===== src/design/hpd_pkg.sv =====
// Shared constants and types for the headphone detect and charge pump controller
package hpd_pkg;
	// Clock rate and jack sampling base interval
	localparam int CLK_MHZ = 125;
	localparam int SAMPLE_BASE_US = 1000;
	localparam int SAMPLE_BASE_CYCLES = SAMPLE_BASE_US * CLK_MHZ;
	// Jack field widths
	localparam int THR_W = 2;
	localparam int RATE_W = 3;
	localparam int DEB_W = 2;
	localparam int DEB_CNT_W = 5;
	// Threshold code to percent of supply: 84, 88, 92, 96
	localparam logic [6:0] THR_PCT_MIN = 7'h54;
	localparam logic [6:0] THR_PCT_STEP = 7'h04;
	// Debounce measurements are 2 << code
	localparam logic [DEB_CNT_W-1:0] DEB_MIN = 5'h02;
	// Output load status encodings
	localparam logic [1:0] LOAD_NORMAL = 2'h0;
	localparam logic [1:0] LOAD_LINE = 2'h1;
	localparam logic [1:0] LOAD_OPEN = 2'h2;
	// Charge pump tracking modes
	typedef enum logic [1:0] {
		PM_MANUAL = 2'h0,
		PM_GAIN = 2'h1,
		PM_DAC = 2'h2,
		PM_OUT = 2'h3
	} hpd_mode_e;
	// Pump supply states, Gray along off, full rail, half rail
	typedef enum logic [1:0] {
		PS_OFF = 2'b00,
		PS_FULL = 2'b01,
		PS_HALF = 2'b11
	} hpd_pump_e;
	// Pump clock divide exponents: /8 fastest, /128 slowest, 0 stops
	localparam logic [2:0] DIV_EXP_MAX = 3'h3;
	localparam logic [2:0] DIV_EXP_MIN = 3'h7;
	localparam logic [2:0] DIV_EXP_STOP = 3'h0;
	localparam logic [2:0] FSEL_NO_MIN = 3'h5;
	// Attenuation steps (dB below full scale) for demanded level
	localparam logic [6:0] ATT_LVL3 = 7'h06;
	localparam logic [6:0] ATT_LVL2 = 7'h0C;
	localparam logic [6:0] ATT_LVL1 = 7'h18;
	// Boost hold after a demand rise
	localparam int BOOST_HOLD_NS = 1000;
	localparam int BOOST_HOLD_CYCLES = (BOOST_HOLD_NS * CLK_MHZ) / 1000;
	localparam int BOOST_W = 8;
	// Demanded level from attenuation below full scale, 3 is full scale
	function automatic logic [1:0] attLevel(input logic [6:0] att);
		if (att < ATT_LVL3) begin
			return 2'h3;
		end else if (att < ATT_LVL2) begin
			return 2'h2;
		end else if (att < ATT_LVL1) begin
			return 2'h1;
		end
		return 2'h0;
	endfunction
	// Reserved DAC codes fall back to the loudest switching point, 10 dB below full scale
	function automatic logic [6:0] dacThrDb(input logic [5:0] code);
		if (code <= 6'h01) begin
			return 7'h1E;
		end else if (code <= 6'h03) begin
			return 7'h18;
		end else if (code <= 6'h07) begin
			return 7'h12;
		end else if (code <= 6'h0E) begin
			return 7'h0C;
		end
		return 7'h0A;
	endfunction
	function automatic logic outHalf(input logic [5:0] code, input logic [6:0] att);
		logic [6:0] db;
		db = 7'h00;
		case (code)
			6'h00, 6'h01: return 1'b0;
			6'h02: db = 7'h20;
			6'h03: db = 7'h18;
			6'h04: db = 7'h14;
			6'h05: db = 7'h11;
			6'h06: db = 7'h0F;
			6'h07: db = 7'h0D;
			6'h08: db = 7'h0C;
			6'h09: db = 7'h0B;
			6'h0A: db = 7'h0A;
			6'h0B: db = 7'h09;
			default: return 1'b1;
		endcase
		return att > db;
	endfunction
	function automatic logic [2:0] selExp(input logic [2:0] sel);
		case (sel)
			3'h0: return DIV_EXP_MAX;
			3'h1: return 3'h4;
			3'h2: return 3'h5;
			3'h3: return 3'h6;
			default: return DIV_EXP_MIN;
		endcase
	endfunction
endpackage


===== src/design/hpd_debounce.sv =====
// Debounce filter: a new level must repeat on consecutive samples
`timescale 1ns/1ps
module hpd_debounce #(
	parameter int CNT_W = hpd_pkg::DEB_CNT_W
) (
	// Clock and reset
	input wire logic sys_clk,
	input wire logic rst_b,
	// Samples
	input wire logic enable,
	input wire logic sampleTick,
	input wire logic sampleLevel,
	input wire logic [CNT_W-1:0] needCount,
	// Result
	output logic stableLevel,
	output logic changed
);
	typedef struct packed {
		logic stable;
		logic [CNT_W-1:0] cnt;
		logic chg;
	} hpd_deb_s;

	hpd_deb_s q, d;

	if (CNT_W < 2) begin : g_chk
		$error("hpd_debounce: CNT_W too small");
	end

	always_comb begin
		d = q;
		d.chg = 1'b0;
		if (!enable) begin
			d.stable = 1'b0;
			d.cnt = '0;
		end else if (sampleTick) begin
			if (sampleLevel == q.stable) begin
				d.cnt = '0;
			end else if (q.cnt + 1'b1 >= needCount) begin
				d.stable = sampleLevel;
				d.cnt = '0;
				d.chg = 1'b1;
			end else begin
				d.cnt = q.cnt + 1'b1;
			end
		end
	end

	always_ff @(posedge sys_clk) begin
		if (!rst_b) begin
			q <= '0;
		end else begin
			q <= d;
		end
	end

	assign stableLevel = q.stable;
	assign changed = q.chg;
endmodule


===== src/design/hpd_pump_clkdiv.sv =====
// Charge pump clock divider: half period is 2^(exp-1) system clocks
`timescale 1ns/1ps
module hpd_pump_clkdiv (
	// Clock and reset
	input wire logic sys_clk,
	input wire logic rst_b,
	// Control
	input wire logic [2:0] divExp,
	// Output
	output logic pumpClk
);
	typedef struct packed {
		logic [6:0] cnt;
		logic clk;
	} hpd_div_s;

	hpd_div_s q, d;
	logic [6:0] halfCnt;

	always_comb begin
		d = q;
		halfCnt = 7'h01 << (divExp - 3'h1);
		// Exponent 0 stops the clock low
		if (divExp == hpd_pkg::DIV_EXP_STOP) begin
			d.cnt = '0;
			d.clk = 1'b0;
		end else if (q.cnt >= halfCnt - 7'h01) begin
			d.cnt = '0;
			d.clk = ~q.clk;
		end else begin
			d.cnt = q.cnt + 7'h01;
		end
	end

	always_ff @(posedge sys_clk) begin
		if (!rst_b) begin
			q <= '0;
		end else begin
			q <= d;
		end
	end

	assign pumpClk = q.clk;
endmodule


===== src/design/hpd_ctrl.sv =====
// Headphone jack detect, load test and charge pump controller
// What this block does
// - Detect enable powers source; low means inserted
// - Threshold field selects 84 to 96 percent
// - Periodic sampling with programmable debounce count
// - Invert bit flips the comparator result
// - Hysteresis only while its enable is set
// - Debounced jack transition raises an interrupt
// - Withdrawal discharges mic bias when both enabled
// - Reinsertion restores mic bias if enabled
// - Stereo test reports mono or stereo status
// - Load test reports line or open per side
// - Pump runs only while its enable is set
// - Mode 00 level follows manual field only
// - Mode 01 level follows amplifier gain
// - Mode 10 level follows DAC envelope
// - Mode 11 combines gain and signal size
// - Modes 10 and 11 choose full/half rail
// - DAC mode threshold codes map to dBFS
// - Output mode codes: never, dBFS, always half
// - Gain tracking boosts pump clock on demand
// - Signal tracking boosts pump clock on demand
// - Tracking clock spans minimum up to /8
`timescale 1ns/1ps
module hpd_ctrl #(
	parameter int SAMPLE_BASE_CYCLES = hpd_pkg::SAMPLE_BASE_CYCLES,
	parameter int BOOST_HOLD_CYCLES = hpd_pkg::BOOST_HOLD_CYCLES
) (
	// Clock and reset
	input wire logic sys_clk,
	input wire logic rst_b,
	// Jack detect control
	input wire logic jackDetEnable,
	input wire logic [hpd_pkg::THR_W-1:0] jackThreshold,
	input wire logic [hpd_pkg::RATE_W-1:0] jackRate,
	input wire logic [hpd_pkg::DEB_W-1:0] jackDebounce,
	input wire logic jackCompInvert,
	input wire logic jackHystEnable,
	input wire logic dischargeEnable,
	input wire logic micBiasEnable,
	// Jack analogue side
	input wire logic jackCompHigh,
	output logic currentSourceOn,
	output logic [6:0] thresholdPercent,
	output logic compHystOn,
	// Jack status
	output logic jackInserted,
	output logic jackIrq,
	output logic firstMicBiasOutput,
	output logic micBiasDischarge,
	// Stereo and load tests
	input wire logic stereoTestEnable,
	input wire logic stereoSense,
	output logic stereoTestResult,
	input wire logic lineLoadTestEnable,
	input wire logic [1:0] leftLoadSense,
	input wire logic [1:0] rightLoadSense,
	output logic [1:0] leftPhoneOutLoad,
	output logic [1:0] rightPhoneOutLoad,
	// Charge pump control
	input wire logic pumpEnable,
	input wire logic [1:0] pumpTrackingMode,
	input wire logic [1:0] pumpManualLevel,
	input wire logic [5:0] pumpHalfRailThreshold,
	input wire logic [2:0] pumpClockMinSelect,
	// Tracked quantities
	input wire logic [5:0] ampGain,
	input wire logic [6:0] dacAtten,
	input wire logic [6:0] outAtten,
	// Charge pump outputs
	output logic pumpRun,
	output logic pumpHalfRail,
	output logic [1:0] pumpLevel,
	output logic pumpBoost,
	output logic pumpClk
);
	localparam int RCW = $clog2(SAMPLE_BASE_CYCLES) + 8;

	if (SAMPLE_BASE_CYCLES < 1 || BOOST_HOLD_CYCLES < 1 ||
		BOOST_HOLD_CYCLES >= (1 << hpd_pkg::BOOST_W)) begin : g_chk
		$error("hpd_ctrl: count parameter out of range");
	end

	typedef struct packed {
		logic [RCW-1:0] rateCnt;
		logic tick;
		logic srcOn;
		logic [6:0] thrPct;
		logic hystOn;
		logic biasOn;
		logic discharge;
		logic stereoRes;
		logic [3:0] loadStat;
		hpd_pkg::hpd_pump_e pState;
		logic [1:0] level;
		logic [hpd_pkg::BOOST_W-1:0] boostCnt;
		logic boost;
		logic [2:0] divExp;
	} hpd_state_s;

	hpd_state_s q, d;
	logic sampleInserted;
	logic [hpd_pkg::DEB_CNT_W-1:0] needCount;
	logic [RCW-1:0] rateLimit;
	logic [3:0] loadNext;
	logic [1:0] demand;
	logic wantHalf;
	logic tracking;
	hpd_pkg::hpd_mode_e mode;

	////////////////////////////////////////////////////////////////////////////
	// Jack sampling

	assign sampleInserted = ~(jackCompHigh ^ jackCompInvert);
	assign needCount = hpd_pkg::DEB_MIN << jackDebounce;
	assign rateLimit = RCW'(SAMPLE_BASE_CYCLES) << jackRate;

	hpd_debounce #(
		.CNT_W(hpd_pkg::DEB_CNT_W)
	) u_deb (
		.sys_clk(sys_clk),
		.rst_b(rst_b),
		.enable(jackDetEnable),
		.sampleTick(q.tick),
		.sampleLevel(sampleInserted),
		.needCount(needCount),
		.stableLevel(jackInserted),
		.changed(jackIrq)
	);

	////////////////////////////////////////////////////////////////////////////
	// Load test, one slice per output

	for (genvar ch = 0; ch < 2; ch++) begin : g_load
		logic [1:0] sense;
		assign sense = (ch == 0) ? leftLoadSense : rightLoadSense;
		// per side line load or open
		assign loadNext[2*ch+:2] = !lineLoadTestEnable ? q.loadStat[2*ch+:2] :
			sense[1] ? hpd_pkg::LOAD_OPEN :
			sense[0] ? hpd_pkg::LOAD_LINE : hpd_pkg::LOAD_NORMAL;
	end

	////////////////////////////////////////////////////////////////////////////
	// Pump demand

	assign mode = hpd_pkg::hpd_mode_e'(pumpTrackingMode);
	assign tracking = pumpEnable && mode != hpd_pkg::PM_MANUAL;

	always_comb begin
		demand = pumpManualLevel;
		wantHalf = 1'b0;
		case (mode)
			hpd_pkg::PM_MANUAL: demand = pumpManualLevel;
			hpd_pkg::PM_GAIN: demand = ampGain[5:4];
			hpd_pkg::PM_DAC: begin
				demand = hpd_pkg::attLevel(dacAtten);
				wantHalf = dacAtten > hpd_pkg::dacThrDb(pumpHalfRailThreshold);
			end
			hpd_pkg::PM_OUT: begin
				demand = (ampGain[5:4] < hpd_pkg::attLevel(outAtten)) ? ampGain[5:4] :
					hpd_pkg::attLevel(outAtten);
				wantHalf = hpd_pkg::outHalf(pumpHalfRailThreshold, outAtten);
			end
			default: demand = pumpManualLevel;
		endcase
	end

	////////////////////////////////////////////////////////////////////////////
	// Next state

	always_comb begin
		d = q;
		d.tick = 1'b0;
		if (!jackDetEnable || q.rateCnt >= rateLimit - 1'b1) begin
			d.rateCnt = '0;
			d.tick = jackDetEnable;
		end else begin
			d.rateCnt = q.rateCnt + 1'b1;
		end
		d.srcOn = jackDetEnable;
		d.thrPct = hpd_pkg::THR_PCT_MIN + 7'(jackThreshold) * hpd_pkg::THR_PCT_STEP;
		d.hystOn = jackDetEnable && jackHystEnable;
		d.discharge = dischargeEnable && jackDetEnable && !jackInserted;
		d.biasOn = micBiasEnable && !d.discharge;
		// stereo status while enabled, held after
		if (stereoTestEnable) begin
			d.stereoRes = stereoSense;
		end
		d.loadStat = loadNext;

		case (q.pState)
			hpd_pkg::PS_OFF: d.pState = pumpEnable ? hpd_pkg::PS_FULL : hpd_pkg::PS_OFF;
			hpd_pkg::PS_FULL: begin
				if (!pumpEnable) begin
					d.pState = hpd_pkg::PS_OFF;
				end else if (mode[1] && wantHalf) begin
					d.pState = hpd_pkg::PS_HALF;
				end
			end
			hpd_pkg::PS_HALF: begin
				if (!pumpEnable) begin
					d.pState = hpd_pkg::PS_OFF;
				end else if (!mode[1] || !wantHalf) begin
					d.pState = hpd_pkg::PS_FULL;
				end
			end
			default: d.pState = hpd_pkg::PS_OFF;
		endcase
		d.level = pumpEnable ? demand : 2'h0;

		// tracked demand rise (gain or signal mode) boosts clock
		// A rise restarts the hold so bursts keep the clock fast
		if (tracking && demand > q.level) begin
			d.boostCnt = hpd_pkg::BOOST_W'(BOOST_HOLD_CYCLES);
		end else if (!tracking) begin
			d.boostCnt = '0;
		end else if (q.boostCnt != '0) begin
			d.boostCnt = q.boostCnt - 1'b1;
		end
		d.boost = d.boostCnt != '0;

		if (!pumpEnable) begin
			d.divExp = hpd_pkg::DIV_EXP_STOP;
		end else if (!tracking) begin
			d.divExp = hpd_pkg::selExp(pumpClockMinSelect);
		end else if (d.boost) begin
			d.divExp = hpd_pkg::DIV_EXP_MAX;
		end else if (pumpClockMinSelect == hpd_pkg::FSEL_NO_MIN) begin
			d.divExp = hpd_pkg::DIV_EXP_STOP;
		end else begin
			d.divExp = hpd_pkg::selExp(pumpClockMinSelect);
		end
	end

	always_ff @(posedge sys_clk) begin
		if (!rst_b) begin
			q <= '0;
		end else begin
			q <= d;
		end
	end

	hpd_pump_clkdiv u_div (
		.sys_clk(sys_clk),
		.rst_b(rst_b),
		.divExp(q.divExp),
		.pumpClk(pumpClk)
	);

	////////////////////////////////////////////////////////////////////////////
	// Outputs

	assign currentSourceOn = q.srcOn;
	assign thresholdPercent = q.thrPct;
	assign compHystOn = q.hystOn;
	assign firstMicBiasOutput = q.biasOn;
	assign micBiasDischarge = q.discharge;
	assign stereoTestResult = q.stereoRes;
	assign leftPhoneOutLoad = q.loadStat[1:0];
	assign rightPhoneOutLoad = q.loadStat[3:2];
	assign pumpRun = q.pState != hpd_pkg::PS_OFF;
	assign pumpHalfRail = q.pState == hpd_pkg::PS_HALF;
	assign pumpLevel = q.level;
	assign pumpBoost = q.boost;

	////////////////////////////////////////////////////////////////////////////
	// Checks

	property p_src;
		@(posedge sys_clk) disable iff (!rst_b)
		!jackDetEnable |=> !currentSourceOn && !jackInserted;
	endproperty
	a_src: assert property (p_src) else $error("source on while disabled");

	property p_irq;
		@(posedge sys_clk) disable iff (!rst_b)
		jackIrq |-> jackInserted != $past(jackInserted);
	endproperty
	a_irq: assert property (p_irq) else $error("irq without state change");

	property p_dis;
		@(posedge sys_clk) disable iff (!rst_b)
		dischargeEnable && jackDetEnable && !jackInserted |=>
			micBiasDischarge && !firstMicBiasOutput;
	endproperty
	a_dis: assert property (p_dis) else $error("bias not discharged");

	property p_bias;
		@(posedge sys_clk) disable iff (!rst_b)
		jackInserted && micBiasEnable |=> firstMicBiasOutput;
	endproperty
	a_bias: assert property (p_bias) else $error("bias not restored");

	property p_stereo;
		@(posedge sys_clk) disable iff (!rst_b)
		stereoTestEnable |=> stereoTestResult == $past(stereoSense);
	endproperty
	a_stereo: assert property (p_stereo) else $error("stereo status wrong");

	property p_run;
		@(posedge sys_clk) disable iff (!rst_b)
		!pumpEnable [*2] |-> !pumpRun && !pumpHalfRail;
	endproperty
	a_run: assert property (p_run) else $error("pump runs while disabled");

	property p_manual;
		@(posedge sys_clk) disable iff (!rst_b)
		pumpEnable && pumpTrackingMode == 2'h0 |=> pumpLevel == $past(pumpManualLevel);
	endproperty
	a_manual: assert property (p_manual) else $error("manual level ignored");

	property p_fixed;
		@(posedge sys_clk) disable iff (!rst_b)
		!pumpTrackingMode[1] [*2] |-> !pumpHalfRail;
	endproperty
	a_fixed: assert property (p_fixed) else $error("rail moved in fixed mode");

	property p_never;
		@(posedge sys_clk) disable iff (!rst_b)
		(pumpEnable && pumpTrackingMode == 2'h3 && pumpHalfRailThreshold <= 6'h01) [*2]
			|-> pumpRun && !pumpHalfRail;
	endproperty
	a_never: assert property (p_never) else $error("half rail on never code");

	property p_boost;
		@(posedge sys_clk) disable iff (!rst_b)
		pumpBoost |-> q.divExp == hpd_pkg::DIV_EXP_MAX;
	endproperty
	a_boost: assert property (p_boost) else $error("boost not at /8");
endmodule


===== config.mk =====
export PLATFORM = sky130hd
export DESIGN_NAME = hpd_ctrl
export DESIGN_NICKNAME = d
export VERILOG_FILES = /design/src/design/hpd_pkg.sv /design/src/design/hpd_debounce.sv /design/src/design/hpd_pump_clkdiv.sv /design/src/design/hpd_ctrl.sv
export SDC_FILE = /design/constraint.sdc
export NUM_CORES = 1
export LEC_CHECK = 0
export ABC_AREA = 1
export BUFFER_PORTS_ARGS = -buffer_cell sky130_fd_sc_hd__buf_4
export CORE_UTILIZATION = 25
export DETAILED_ROUTE_END_ITERATION = 10
export GPL_TIMING_DRIVEN = 0
export HOLD_SLACK_MARGIN = 0.15
export PLACE_DENSITY = 0.45
export REMOVE_ABC_BUFFERS = 1
export SETUP_SLACK_MARGIN = 0.1
export SYNTH_ARGS = -nofsm -noshare
export SYNTH_HDL_FRONTEND = slang
export SYNTH_SLANG_ARGS = --single-unit

===== constraint.sdc =====
create_clock -name sys_clk -period 7.2 [get_ports sys_clk]
set_clock_uncertainty 0.15 [all_clocks]
set_input_delay 0.72 -clock sys_clk [delete_from_list [all_inputs] [get_ports sys_clk]]
set_output_delay 0.72 -clock sys_clk [all_outputs]
set_load 0.02 [all_outputs]

==> flow_metrics.tcl <==
set metrics [dict create \
    outcome "completed" \
    synth_cell_types 43 \
    diodes 0 \
    insertion_delay_ps 340 \
    post_synth_main_area_contributors "sky130_fd_sc_hd__dfxtp_1 27%, sky130_fd_sc_hd__ha_1 15%, sky130_fd_sc_hd__nand2_1 9.6%" \
    complex_gate_fraction_of_the_synthesized_area 0.103 \
    final-hold-violation-count 0 \
    flow.area_growth_from_synthesis_pct 20.2 \
    cellPowerDensity_nw_per_um2 189 \
    yosys_most_used_dff "sky130_fd_sc_hd__dfxtp_1" \
    clkSlewWorstSetupHoldPaths_ps 60 \
    timing.critical_path.to_type "flip-flop" \
    synthTopCellsByCount "136 x sky130_fd_sc_hd__nand2_1, 117 x sky130_fd_sc_hd__inv_1, 111 x sky130_fd_sc_hd__nor2_1" \
    rows 53 \
    groute.layer.met1.usage 0.162 \
    place.port_buffers 73 \
    route.vias.total 4764 \
    post_cts_resized 0 \
    max_stage_delay_ps 910 \
    number_of_antenna_violations_at_the_first_check_in_global_routing 0 \
    globalRouteMet2Util 0.186 \
    synth_top_family_by_area "simple AND/OR/NAND/NOR gates" \
    layout_worst_path_cycle_share 0.598 \
    achievable-frequency_mhz 232 \
    gr-max-usage-layer "met2" \
    timing.setup.tns_ps 0 \
    grt_pass1_wl_um 21100 \
    globalRouteTotalUtil 0.120 \
    wirelength_um 12400 \
    synth_xor_xnor_area_share 0.0736 \
    vias_in_the_first_global_route 4510 \
    finalNetCount 956 \
    postSynthAreaPerCell_sq_um 6.95 \
    power.switching_mw 0.394 \
    power.static_leakage_nw 3.09 \
    finalWeightedCongestion 0.791 \
    post_synth_fa_ha_maj_area_fraction 0.155 \
    max_fo_critical_path 25 \
    synth_seq_area_share 0.266 \
    numCtsBuffers 9 \
    post_route_cells_drive_above_1_share 0.138 \
    criticalPathCategory "primary input to flip-flop" \
    portion_of_total_power_attributed_to_the_clock_network 0.380 \
    critical-path-top-cell-by-count "sky130_fd_sc_hd__inv_1" \
    synth-edff-count 0 \
    maxCapViolCount 0 \
    ioPinCount 80 \
    clock_sink_count 71 \
    worst_pin_slew_ps 1160 \
    place_hpwl_um 10000 \
    crit_chain "buf_4 -> inv_1 -> ha_1 -> inv_1 -> nor2_1 -> inv_1 -> ha_1 -> nand2_1 -> nor2_1 -> o2111ai_1 -> nor2_2 -> nand2_1 -> xor2_1 -> ha_1 -> nand4_1 -> inv_1 -> nand2_1 -> nand3_1 -> a21oi_1 -> nand4_1 -> nor2_1" \
    gr-usage-met3 0.0334 \
    htree_num_levels 3 \
    cell_internal_pwr_mw 0.816 \
    finalSetupViolCount 0 \
    yosys_warnings 0 \
    unrepaired_setup_endpoints_after_global_routing "no" \
    post-synth-top-count-cell "sky130_fd_sc_hd__nand2_1" \
    detail_route.first_pass.iterations 5 \
    switching_share 0.326 \
    die-height_um 148 \
    number_of_instances_in_the_synthesized_netlist 768 \
    worst_slew_margin_rel 0.224 \
    timing.critical_path.arrival_ps 4390 \
    critical_path_required_ps 7290 \
    worst_hold_path_type "flip-flop to flip-flop" \
    grt_overflow_total 0 \
    worstHoldPathCells 1 \
    drc 0 \
    start_kind "primary input" \
    reg2regPathDepth 8 \
    fraction_of_synthesis_flops_using_an_asynchronous_set_or_reset_pin 0 \
    fillers 2333 \
    drt-vias-per-instance 4.28 \
    tritoncts "done" \
    dieArea_sq_um 21900 \
    detailed_router_s_first_iteration_violation_count 166 \
    worst_ir_drop_vdd_v 0.0000913 \
    floorplan.core_area_sq_um 21000 \
    cts_root_buffer "sky130_fd_sc_hd__clkbuf_16" \
    synth_top_cell_area_share 0.266 \
    cts_post_setup_buffers_inserted 0 \
    timing.final.crit_period_ps 4300 \
    yosys.area_share.simple 0.295 \
    clockBufferDepth 2 \
    grt_start_max_net_pins 26 \
    syn-cell-area_sq_um 5340 \
    muxShareOfSynthArea 0 \
    critical-path-slowest-cell "sky130_fd_sc_hd__nand4_1" \
    ys_ff_latch 71 \
    timing_max_transition_violations_final 0 \
    power.total_mw 1.21 \
    holdBufCountCts 0 \
    seqPwrFrac 0.358 \
    postRouteAntennaNets 0 \
    synth_top_area_cell "sky130_fd_sc_hd__dfxtp_1" \
    power.combinational.fraction 0.262 \
    wire_per_inst_um 11.1 \
    start_util 0.255 \
    die_w_um 148 \
]
-- placed cells by master, fill, tap and decap left out, types with 2 or more instances in the layout --
| cell type | n |
|---|---|
| sky130_fd_sc_hd__o21bai_1 | 2 |
| sky130_fd_sc_hd__nand2_4 | 2 |
| sky130_fd_sc_hd__a31oi_1 | 3 |
| sky130_fd_sc_hd__inv_1 | 117 |
| sky130_fd_sc_hd__xor2_1 | 28 |
| sky130_fd_sc_hd__nor3_1 | 11 |
| sky130_fd_sc_hd__buf_4 | 73 |
| sky130_fd_sc_hd__nand3_2 | 3 |
| sky130_fd_sc_hd__o311ai_0 | 2 |
| sky130_fd_sc_hd__nor2_2 | 6 |
| sky130_fd_sc_hd__dfxtp_1 | 71 |
| sky130_fd_sc_hd__nor2_1 | 111 |
| sky130_fd_sc_hd__o21a_1 | 4 |
| sky130_fd_sc_hd__nand2_1 | 136 |
| sky130_fd_sc_hd__o2111ai_1 | 2 |
| sky130_fd_sc_hd__clkinv_4 | 2 |
| sky130_fd_sc_hd__clkbuf_16 | 9 |
| sky130_fd_sc_hd__or2_2 | 3 |
| sky130_fd_sc_hd__ha_1 | 66 |
| sky130_fd_sc_hd__nand4_1 | 19 |
| sky130_fd_sc_hd__nor2_4 | 5 |
| sky130_fd_sc_hd__a21oi_1 | 49 |
| sky130_fd_sc_hd__o21ai_0 | 33 |
| sky130_fd_sc_hd__conb_1 | 3 |
| sky130_fd_sc_hd__nor3_4 | 2 |
| sky130_fd_sc_hd__xnor2_1 | 15 |
| sky130_fd_sc_hd__inv_6 | 3 |
| sky130_fd_sc_hd__nand3_1 | 41 |
-- registers in the layout, summed over array words and instances, names as in the netlist --
name / flops
rightPhoneOutLoad: 2
q: 39
pumpLevel: 2
u_deb.q: 5
u_deb.changed: 1
thresholdPercent: 5
u_div.q: 7
firstMicBiasOutput: 1
compHystOn: 1
currentSourceOn: 1
stereoTestResult: 1
u_deb.stableLevel: 1
leftPhoneOutLoad: 2
micBiasDischarge: 1
pumpBoost: 1
u_div.pumpClk: 1
-- logic make-up (layout without fill, tap and decap cells) --
family | after synthesis | after routing
XOR/XNOR | 44 | 44
other | 2 | 3
adder cells (fa/ha/maj) | 66 | 66
buffers and inverters | 137 | 207
AND/OR/NAND/NOR | 347 | 347
AO/OA/AOI/OAI | 101 | 101
flip-flops | 71 | 71
-- power groups by stage --
stage	clock [mW]	combinational [mW]	sequential (mW)
CTS	0.484	0.322	0.433
finish	0.460	0.317	0.432
global route	0.498	0.370	0.436
detailed placement	0	0.320	0.442
floorplan	0	0.215	0.446
global placement	0	0.319	0.442
-- per-stage QoR --
step           area (sq um)  hold WS, ps   util  setup slack, ps  instances
2_1_floorplan          5220          280      -             3510        750
3_3_place_gp           6110          297  0.292             2460       1098
3_5_place_dp           6110          308  0.292             2480       1098
4_1_cts                6410          322  0.306             2850       1114
5_1_grt                6410          351  0.306             2310       1114
6_report               6410          316  0.306             2900       1114
-- worst paths after layout --
| path | startpoint | slack, ps | endpoint |
|---|---|---|---|
| worst max register to register | q[41]$_SDFF_PP0_ | 4400 | q[40]$_SDFF_PP0_ |
| worst min register to register | u_div.q[1]$_SDFF_PP0_ | 320 | u_div.q[1]$_SDFF_PP0_ |
| worst min-delay path | u_div.q[1]$_SDFF_PP0_ | 320 | u_div.q[1]$_SDFF_PP0_ |
| worst max-delay path | jackRate[1] | 2900 | q[40]$_SDFF_PP0_ |
-- critical path: cells and delay by family --
kind,cells,cell delay (ps)
buffers and inverters,5,500
xor gates and xnor gates,1,170
adders and majority gates,3,700
AOI/OAI and AO/OA,2,300
and+or+nand+nor,10,2000
-- cell type report --
cell class	count	area (sq um)	area share
clock buffer	9	225	0.0351
clock inverter	7	78.8	0.0123
inverter	118	443	0.0691
multi-input combinational	561	3350	0.523
sequential	71	1420	0.222
tap	275	344	0.0536
timing repair buffer	73	548	0.0854
-- per-layer routing --
metal	share of wire	vias to the layer above	routed length, um
met5	0	-	0
met4	0.0056	0	70
met3	0.041	4	508
met2	0.44	79	5470
met1	0.51	2082	6360
li1	-	2599	-
No activity file was read; power rests on OpenSTA's default activity.
